[config.mk]
export PLATFORM = sky130hd
export DESIGN_NAME = vdqr_regs
export DESIGN_NICKNAME = d
export VERILOG_FILES = /design/src/common/vdqr_pkg.sv /design/src/common/vdqr_queue_if.sv /design/src/hw/vdqr_queue.sv /design/src/hw/vdqr_regs.sv
export VERILOG_INCLUDE_DIRS = /design/src /design/src/common
export SDC_FILE = /design/constraint.sdc
export NUM_CORES = 2
export LEC_CHECK = 0
export BUFFER_PORTS_ARGS = -buffer_cell sky130_fd_sc_hd__buf_2
export CORE_MARGIN = 5
export CORE_UTILIZATION = 35
export DETAILED_ROUTE_END_ITERATION = 7
export PLACE_DENSITY = 0.46
export REMOVE_ABC_BUFFERS = 1
export SLEW_MARGIN = 20
export SYNTH_ARGS = -nofsm -noshare
export SYNTH_HDL_FRONTEND = slang
export SYNTH_SLANG_ARGS = --single-unit
[constraint.sdc]
create_clock -name clk_i -period 4.5 [get_ports clk_i]
set_input_delay 0.225 -clock clk_i [delete_from_list [all_inputs] [get_ports clk_i]]
set_output_delay 0.225 -clock clk_i [all_outputs]
set_load 0.03 [all_outputs]
[src/common/vdqr_defs.svh]
/*
 * Holds the offsets, field positions, reset values and sizes of the video DMA
 * interrupt and queue register slice.
 * Assumes it is included by bare name wherever these constants are needed.
 */
`ifndef VDQR_DEFS_SVH
`define VDQR_DEFS_SVH

// ----------------------------------------------------------------------------
// Register byte offsets (low address byte decoded)
// ----------------------------------------------------------------------------
`define VDQR_OFS_GATE      8'h08
`define VDQR_OFS_PEND      8'h0C
`define VDQR_OFS_ENABLE    8'h10
`define VDQR_OFS_PTR_PUSH  8'h1C
`define VDQR_OFS_SIZE_POP  8'h24

// ----------------------------------------------------------------------------
// Field positions and widths
// ----------------------------------------------------------------------------
`define VDQR_BIT_GATE      0
`define VDQR_BIT_EOF       0
`define VDQR_BIT_PTR_FULL  1
`define VDQR_BIT_PTR_EMPTY 2
`define VDQR_BIT_SZ_FULL   3
`define VDQR_BIT_SZ_EMPTY  4
`define VDQR_NSRC          5
`define VDQR_DW            32
`define VDQR_AW            38
`define VDQR_PAD_W         6

// ----------------------------------------------------------------------------
// Reset values, sizes and bus answers
// ----------------------------------------------------------------------------
`define VDQR_RST_SRC       5'h00
`define VDQR_RST_WORD      32'h0000_0000
`define VDQR_PAD_ZERO      6'h00
`define VDQR_STRB_ALL      4'hF
`define VDQR_DEPTH         32
`define VDQR_PTR_W         5
`define VDQR_CNT_W         6
`define VDQR_RESP_OKAY     2'h0
`define VDQR_RESP_SLVERR   2'h2

`endif

[src/common/vdqr_pkg.sv]
/*
 * Holds the types shared by the register slice and its queues.
 * Assumes the constants header is on the include path.
 */
`include "vdqr_defs.svh"

package vdqr_pkg;

    typedef logic [`VDQR_DW-1:0]   vdqr_word_type;
    typedef logic [`VDQR_NSRC-1:0] vdqr_src_type;

    typedef enum logic [2:0] {
        VDQR_SEL_NONE  = 3'h0,
        VDQR_SEL_GATE  = 3'h1,
        VDQR_SEL_PEND  = 3'h2,
        VDQR_SEL_EN    = 3'h3,
        VDQR_SEL_PTR   = 3'h4,
        VDQR_SEL_SIZE  = 3'h5
    } vdqr_sel_type;

endpackage : vdqr_pkg

[src/common/vdqr_queue_if.sv]
/*
 * Holds the link between the register slice and one of its word queues.
 * Assumes both ends run on the same clock.
 */
`timescale 1ns/1ps

interface vdqr_queue_if;
    import vdqr_pkg::*;

    logic          push;
    vdqr_word_type push_data;
    logic          pop;
    vdqr_word_type head;
    logic          full;
    logic          empty;

    modport owner (output push, push_data, pop, input head, full, empty);
    modport store (input push, push_data, pop, output head, full, empty);
endinterface : vdqr_queue_if

[src/hw/vdqr_queue.sv]
/*
 * Holds a fixed 32-deep, 32-bit first-in first-out word queue.
 * Assumes push and pop come from logic on the same clock; a push into a full
 * queue and a pop from an empty one are ignored.
 */
`timescale 1ns/1ps
`include "vdqr_defs.svh"

module vdqr_queue
    import vdqr_pkg::*;
(
    input  wire logic   clk_i,
    input  wire logic   arst_n_i,
    input  wire logic   ce_i,
    vdqr_queue_if.store q
);

    vdqr_word_type          mem [0:`VDQR_DEPTH-1];
    logic [`VDQR_PTR_W-1:0] wr_ptr;
    logic [`VDQR_PTR_W-1:0] rd_ptr;
    logic [`VDQR_CNT_W-1:0] count;
    logic                   do_push;
    logic                   do_pop;

    assign do_push = ce_i && q.push && (count != `VDQR_CNT_W'(`VDQR_DEPTH));
    assign do_pop  = ce_i && q.pop && (count != '0);
    assign q.full  = (count == `VDQR_CNT_W'(`VDQR_DEPTH));
    assign q.empty = (count == '0);
    assign q.head  = mem[rd_ptr];

    // Storage is left without reset; head reads mem[rd_ptr] even while the queue is empty
    always_ff @(posedge clk_i) begin
        if (do_push) begin
            mem[wr_ptr] <= q.push_data;
        end
    end

    always_ff @(posedge clk_i or negedge arst_n_i) begin
        if (!arst_n_i) begin
            wr_ptr <= '0;
            rd_ptr <= '0;
            count  <= '0;
        end else begin
            if (do_push) begin
                wr_ptr <= wr_ptr + `VDQR_PTR_W'(1);
            end
            if (do_pop) begin
                rd_ptr <= rd_ptr + `VDQR_PTR_W'(1);
            end
            if (do_push && !do_pop) begin
                count <= count + `VDQR_CNT_W'(1);
            end else if (do_pop && !do_push) begin
                count <= count - `VDQR_CNT_W'(1);
            end
        end
    end
endmodule : vdqr_queue

[src/hw/vdqr_regs.sv]
/*
 * Holds the interrupt gate, pending and enable registers of a video frame
 * write DMA, its destination pointer queue and its written frame size queue,
 * reached over an AXI4-Lite slave port.
 * Assumes the frame datapath shares clk_i: it pops pointers, pulses
 * frame_done_i with the frame size, and all of it freezes while ce_i is low.
 */
`timescale 1ns/1ps
`include "vdqr_defs.svh"

module vdqr_regs
    import vdqr_pkg::*;
(
    input  wire logic                  clk_i,
    input  wire logic                  arst_n_i,
    input  wire logic                  ce_i,
    input  wire logic [31:0]           s_axi_awaddr_i,
    input  wire logic                  s_axi_awvalid_i,
    output logic                       s_axi_awready_o,
    input  wire logic [31:0]           s_axi_wdata_i,
    input  wire logic [3:0]            s_axi_wstrb_i,
    input  wire logic                  s_axi_wvalid_i,
    output logic                       s_axi_wready_o,
    output logic [1:0]                 s_axi_bresp_o,
    output logic                       s_axi_bvalid_o,
    input  wire logic                  s_axi_bready_i,
    input  wire logic [31:0]           s_axi_araddr_i,
    input  wire logic                  s_axi_arvalid_i,
    output logic                       s_axi_arready_o,
    output logic [31:0]                s_axi_rdata_o,
    output logic [1:0]                 s_axi_rresp_o,
    output logic                       s_axi_rvalid_o,
    input  wire logic                  s_axi_rready_i,
    input  wire logic                  ptr_pop_i,
    output logic                       ptr_valid_o,
    output logic [`VDQR_AW-1:0]        ptr_addr_o,
    output logic                       ptr_full_o,
    input  wire logic                  frame_done_i,
    input  wire logic [`VDQR_DW-1:0]   frame_size_i,
    output logic                       size_full_o,
    output logic                       irq_o
);

    // ------------------------------------------------------------------------
    // Address decode
    // ------------------------------------------------------------------------
    function automatic vdqr_sel_type reg_sel(input logic [31:0] addr);
        unique case (addr[7:0])
            `VDQR_OFS_GATE:     reg_sel = VDQR_SEL_GATE;
            `VDQR_OFS_PEND:     reg_sel = VDQR_SEL_PEND;
            `VDQR_OFS_ENABLE:   reg_sel = VDQR_SEL_EN;
            `VDQR_OFS_PTR_PUSH: reg_sel = VDQR_SEL_PTR;
            `VDQR_OFS_SIZE_POP: reg_sel = VDQR_SEL_SIZE;
            default:            reg_sel = VDQR_SEL_NONE;
        endcase
    endfunction : reg_sel

    vdqr_queue_if ptr_q ();
    vdqr_queue_if size_q ();

    logic          gate;
    vdqr_src_type  pending;
    vdqr_src_type  enable;
    logic          ptr_empty_d;
    logic          ptr_full_d;
    logic          size_empty_d;
    logic          size_full_d;
    vdqr_sel_type  wr_sel;
    vdqr_sel_type  rd_sel;
    logic          wr_fire;
    logic          rd_fire;
    vdqr_src_type  events;
    vdqr_src_type  next_pending;
    logic          next_gate;
    vdqr_src_type  next_enable;

    assign wr_sel  = reg_sel(s_axi_awaddr_i);
    assign rd_sel  = reg_sel(s_axi_araddr_i);

    // ------------------------------------------------------------------------
    // AXI4-Lite handshakes
    // ------------------------------------------------------------------------
    // Address and data are taken together, so one write is in flight at a time
    assign wr_fire         = ce_i && s_axi_awvalid_i && s_axi_wvalid_i && !s_axi_bvalid_o;
    assign s_axi_awready_o = wr_fire;
    assign s_axi_wready_o  = wr_fire;
    assign rd_fire         = ce_i && s_axi_arvalid_i && !s_axi_rvalid_o;
    assign s_axi_arready_o = ce_i && !s_axi_rvalid_o;

    always_ff @(posedge clk_i or negedge arst_n_i) begin
        if (!arst_n_i) begin
            s_axi_bvalid_o <= 1'b0;
            s_axi_bresp_o  <= `VDQR_RESP_OKAY;
        end else if (ce_i) begin
            if (wr_fire) begin
                s_axi_bvalid_o <= 1'b1;
                s_axi_bresp_o  <= (wr_sel == VDQR_SEL_NONE) ? `VDQR_RESP_SLVERR : `VDQR_RESP_OKAY;
            end else if (s_axi_bready_i) begin
                s_axi_bvalid_o <= 1'b0;
            end
        end
    end

    always_ff @(posedge clk_i or negedge arst_n_i) begin
        if (!arst_n_i) begin
            s_axi_rvalid_o <= 1'b0;
            s_axi_rresp_o  <= `VDQR_RESP_OKAY;
            s_axi_rdata_o  <= `VDQR_RST_WORD;
        end else if (ce_i) begin
            if (rd_fire) begin
                s_axi_rvalid_o <= 1'b1;
                s_axi_rresp_o  <= (rd_sel == VDQR_SEL_NONE) ? `VDQR_RESP_SLVERR : `VDQR_RESP_OKAY;
                unique case (rd_sel)
                    VDQR_SEL_GATE: s_axi_rdata_o <= {31'h0000_0000, gate};
                    VDQR_SEL_PEND: s_axi_rdata_o <= {27'h000_0000, pending};
                    VDQR_SEL_EN:   s_axi_rdata_o <= {27'h000_0000, enable};
                    // Empty queue reads as zero rather than stale storage
                    VDQR_SEL_SIZE: s_axi_rdata_o <= size_q.empty ? `VDQR_RST_WORD : size_q.head;
                    VDQR_SEL_PTR,
                    VDQR_SEL_NONE: s_axi_rdata_o <= `VDQR_RST_WORD;
                endcase
            end else if (s_axi_rready_i) begin
                s_axi_rvalid_o <= 1'b0;
            end
        end
    end

    // ------------------------------------------------------------------------
    // Queues
    // ------------------------------------------------------------------------
    // Partial-strobe writes would enqueue a torn pointer, so they are dropped
    assign ptr_q.push      = wr_fire && (wr_sel == VDQR_SEL_PTR) && (s_axi_wstrb_i == `VDQR_STRB_ALL);
    assign ptr_q.push_data = s_axi_wdata_i;
    assign ptr_q.pop       = ptr_pop_i;
    assign ptr_valid_o     = !ptr_q.empty;
    assign ptr_addr_o      = {ptr_q.head, `VDQR_PAD_ZERO};
    assign ptr_full_o      = ptr_q.full;

    // A frame finishing into a full size queue loses its size entry
    assign size_q.push      = frame_done_i;
    assign size_q.push_data = frame_size_i;
    assign size_q.pop       = rd_fire && (rd_sel == VDQR_SEL_SIZE);
    assign size_full_o      = size_q.full;

    vdqr_queue u_ptr_queue (
        .clk_i    (clk_i),
        .arst_n_i (arst_n_i),
        .ce_i     (ce_i),
        .q        (ptr_q.store)
    );

    vdqr_queue u_size_queue (
        .clk_i    (clk_i),
        .arst_n_i (arst_n_i),
        .ce_i     (ce_i),
        .q        (size_q.store)
    );

    // ------------------------------------------------------------------------
    // Interrupt events and flags
    // ------------------------------------------------------------------------
    always_ff @(posedge clk_i or negedge arst_n_i) begin
        if (!arst_n_i) begin
            ptr_empty_d  <= 1'b1;
            ptr_full_d   <= 1'b0;
            size_empty_d <= 1'b1;
            size_full_d  <= 1'b0;
        end else if (ce_i) begin
            ptr_empty_d  <= ptr_q.empty;
            ptr_full_d   <= ptr_q.full;
            size_empty_d <= size_q.empty;
            size_full_d  <= size_q.full;
        end
    end

    always_comb begin
        events                      = '0;
        events[`VDQR_BIT_EOF]       = frame_done_i;
        events[`VDQR_BIT_PTR_FULL]  = ptr_q.full && !ptr_full_d;
        events[`VDQR_BIT_PTR_EMPTY] = ptr_q.empty && !ptr_empty_d;
        events[`VDQR_BIT_SZ_FULL]   = size_q.full && !size_full_d;
        events[`VDQR_BIT_SZ_EMPTY]  = size_q.empty && !size_empty_d;
    end

    always_comb begin
        next_gate    = gate;
        next_enable  = enable;
        next_pending = pending;
        if (wr_fire && s_axi_wstrb_i[0]) begin
            if (wr_sel == VDQR_SEL_GATE) begin
                next_gate = s_axi_wdata_i[`VDQR_BIT_GATE];
            end
            if (wr_sel == VDQR_SEL_EN) begin
                next_enable = s_axi_wdata_i[`VDQR_NSRC-1:0];
            end
            if (wr_sel == VDQR_SEL_PEND) begin
                // Upper sources clear on one, frame-done clears on zero
                next_pending[`VDQR_NSRC-1:1] = pending[`VDQR_NSRC-1:1]
                                             & ~s_axi_wdata_i[`VDQR_NSRC-1:1];
                if (!s_axi_wdata_i[`VDQR_BIT_EOF]) begin
                    next_pending[`VDQR_BIT_EOF] = 1'b0;
                end
            end
        end
        // Set after clear, so an event during a clear is never lost
        next_pending = next_pending | (events & enable);
    end

    always_ff @(posedge clk_i or negedge arst_n_i) begin
        if (!arst_n_i) begin
            gate    <= 1'b0;
            enable  <= `VDQR_RST_SRC;
            pending <= `VDQR_RST_SRC;
            irq_o   <= 1'b0;
        end else if (ce_i) begin
            gate    <= next_gate;
            enable  <= next_enable;
            pending <= next_pending;
            irq_o   <= next_gate && |(next_pending & next_enable);
        end
    end
endmodule : vdqr_regs

==> summary.txt <==
Worst setup path
  – Critical path arrival: 3.87 ns
  – Required @ worst endpoint: 4.28 ns
  – Critical path launch point type: register
  – CP Class: register to output port
  – Crit end category: output port
  – CP Launch Point: u_ptr_queue.rd_ptr[0]$_DFFE_PN0P_
  – RR Startpoint: s_axi_bvalid_o$_DFFE_PN0P_
  – Critical path fanouts, max: 28

Synth
  – Sequential fraction of the synthesis area: 77.4%
  – Adder-cell share of the synthesized area: 0.369%
  – Ys flop type: edfxtp_1
  – Mapped Avg Cell Area: 23.6 µm²
  – Multiplexer area fraction after synthesis: 17.7%
  – Largest family of logic cells by synthesized area: multiplexers
  – Compound-cell area share of the yosys netlist: 1.34%
  – Post-synth EDFFs: 2048
  – Synth Instances: 3486
  – Yosys warnings: 0
  – Synth unique cells: 61
  – #FFs+latches synth: 2132
  – Post-Synth XOR/XNOR Area: 0.267%
  – Mapped cell area: 0.0821 mm²
  – Fraction of registers with async set/reset: 3.94%
  – Simple-gate portion of the synthesized area: 1.60%

Floorplanning
  – Die span in x: 494 µm
  – Row count: 177
  – Initial Utilization: 35.3%
  – Die ar.: 0.244 mm²
  – Core area: 0.233 mm²
  – Ports: 225
  – Die height: 494 µm

Global routing
  – Initial antenna violation count: 11
  – Global-route wire length before repair: 302000 µm
  – Gr usage total: 17.1%
  – Grt total ovfl: 0
  – Vias in the first global route: 40100
  – Largest net degree at the start of global routing: 62

Drt
  – WL final: 210000 µm
  – DRC Markers: 0
  – Iter 0 DRT Violations: 2698
  – Vias per cell: 5.17
  – DRT Pass-1 Iters: 7
  – DR WL/cell: 28.9 µm
  – Final ANT Viol Nets: 0
  – Via Count: 37700

Power and ir drop
  – Worst VDD drop: 0.360 mV
  – PwrDens: 515 mW/mm²
  – Power Total: 49.7 mW
  – LEAKAGE: 29.9 nW

Place
  – Final Wtd Congestion: 0.710
  – DP Cell Count: 6751
  – Pre-CTS setup slack: 0.898 ns
  – HPWL Detailed: 116000 µm
  – Number of port buffers: 168

Run
  – Max Cap Viol: 0

Hold path
  – Hold path startpoint: s_axi_wvalid_i
  – Min-delay worst type: input port to register

STA
  – Setup Viol. Count Final: 0
  – Smallest hold slack: 0.125 ns
  – Final WS setup: 0.403 ns
  – Clock Skew: 0.0387 ns
  – Final Hold Vio Count: 0
  – Crit path time final: 4.10 ns
  – RSZ-0062 raised after global routing: no
  – Max_slew headroom: 32.3%
  – Final slew viol count: 0
  – Peak Freq: 244 MHz
  – Least-Margin Pin Slew: 1.02 ns
  – Ratio of final minimum period to clock period: 91.1%

Layout
  – Leading cell types in the layout, fill and taps excluded: 2048 x edfxtp_1, 604 x mux4_2, 224 x clkbuf_16, 167 x buf_2, 100 x dlygate4sd3_1
  – Share of layout cells above drive strength 1: 33.4%
  – Most common cell after layout, fill and taps aside: edfxtp_1
  – Net count, final: 4110
  – Fin cells: 7283
  – Syn-to-layout area delta: 17.5%

CTS
  – Clk sinks: 2132
  – CTS buffer count: 223
  – Clk_lat worst skew: 0.85 ns
  – CTS tree: built
  – Post-CTS sizing: 0
  – Clk root buf: clkbuf_16
  – H-tree levels: 4
  – Clk slew on worst S/H paths: 0.06 ns
  – Maximum buffer depth of the clock tree: 3

Run status
  – Status: complete, no violations
[sequential cells by signal, indices dropped and copies added (netlist names)]
signal and flops:
enable 5, gate 1, irq_o 1, pending 5
ptr_empty_d 1, ptr_full_d 1, s_axi_bresp_o 1, s_axi_bvalid_o 1
s_axi_rdata_o 32, s_axi_rresp_o 1, s_axi_rvalid_o 1, size_empty_d 1
size_full_d 1, u_ptr_queue.count 6, u_ptr_queue.mem 1024, u_ptr_queue.rd_ptr 5
u_ptr_queue.wr_ptr 5, u_size_queue.count 6, u_size_queue.mem 1024, u_size_queue.rd_ptr 5
u_size_queue.wr_ptr 5
[path summary, 6_finish.rpt]
check	endpoint	slack, ns	depth (start not counted)
setup / recovery	ptr_addr_o[7]	0.40	5
hold reg to reg	u_ptr_queue.count[5]$_DFFE_PN0P_	0.49	1
hold / removal	enable[1]$_DFFE_PN0P_	0.13	4
min in group asynchronous	s_axi_rdata_o[20]$_DFFE_PN0P_	0.57	4
setup reg to reg	u_ptr_queue.mem[29][9]$_DFFE_PP_	0.44	9
max in group asynchronous	ptr_empty_d$_DFFE_PN1P_	3.45	4
[synth_stat cells (20+ instances only)]
master | number | area (µm²)
edfxtp_1 | 2048 | 61500
nand2b_1 | 32 | 200
mux4_2 | 604 | 13600
a211oi_1 | 25 | 188
o21ai_0 | 21 | 105
a21oi_1 | 31 | 155
dfrtp_1 | 82 | 2050
mux2_2 | 42 | 473
buf_2 | 56 | 280
nand2_1 | 45 | 169
xnor2_1 | 20 | 175
mux2i_1 | 48 | 480
inv_1 | 20 | 75.1
nor2_1 | 79 | 297
ha_1 | 21 | 263
clkbuf_1 | 90 | 338
a32o_1 | 28 | 280
nor2b_1 | 29 | 181
[power breakdown]
group	switching, mW	internal (mW)
combinational	4.65	4.24
clock	7.78	10.3
sequential	0.576	22.2
[metal layers]
layer | global-route usage (%) | up-vias | part of all wire, %
met5 | 0 | - | 0
met2 | 28.9 | 783 | 50
met3 | 2.54 | 286 | 3.9
met1 | 23.6 | 20800 | 44
li1 | - | 15800 | -
met4 | 3.76 | 0 | 1.9
[cell type report]
type / instances / area [µm²]
fill: 20300 / 136000
tap: 3132 / 3920
sequential: 2132 / 63600
multi-input combinational: 1149 / 18000
inverter: 20 / 75.1
timing repair buffer: 419 / 3680
antenna: 10 / 25.0
clock inverter: 141 / 1310
clock buffer: 280 / 5870
[stage by stage]
stage / instance area, µm² / setup TNS, ns / utilization [%]
2_1_floorplan: 81200 / -504.27 / -
3_3_place_gp: 88300 / 0 / 37.9
3_5_place_dp: 88300 / 0 / 37.9
4_1_cts: 96500 / 0 / 41.4
5_1_grt: 96500 / 0 / 41.4
6_report: 96500 / 0 / 41.4
[repair_timing]
item | 4_1_cts | 5_1_grt
endpoints found under the hold margin | 2137 | 0
buffers inserted | 0 | 0
hold buffers | 101 | 0
[worst max-delay path, stage by stage, from the launching register on]
cell and delay [ns]:
dfrtp_4 0.86, buf_4 0.47, mux4_2 0.56, mux4_2 0.52, mux2_2 0.34, buf_2 0.20
[cells by family (layout without fill, tap and decap cells)]
| kind of cell | count (synthesis) | count (layout) |
|---|---|---|
| flops | 2132 | 2132 |
| mux | 694 | 694 |
| simple gates | 248 | 248 |
| buf+inv | 212 | 860 |
| compound gates | 151 | 151 |
| xor+xnor | 25 | 25 |
| fa+ha+maj | 23 | 23 |
| other cells | 1 | 18 |
(Power assumes the default switching activity.)
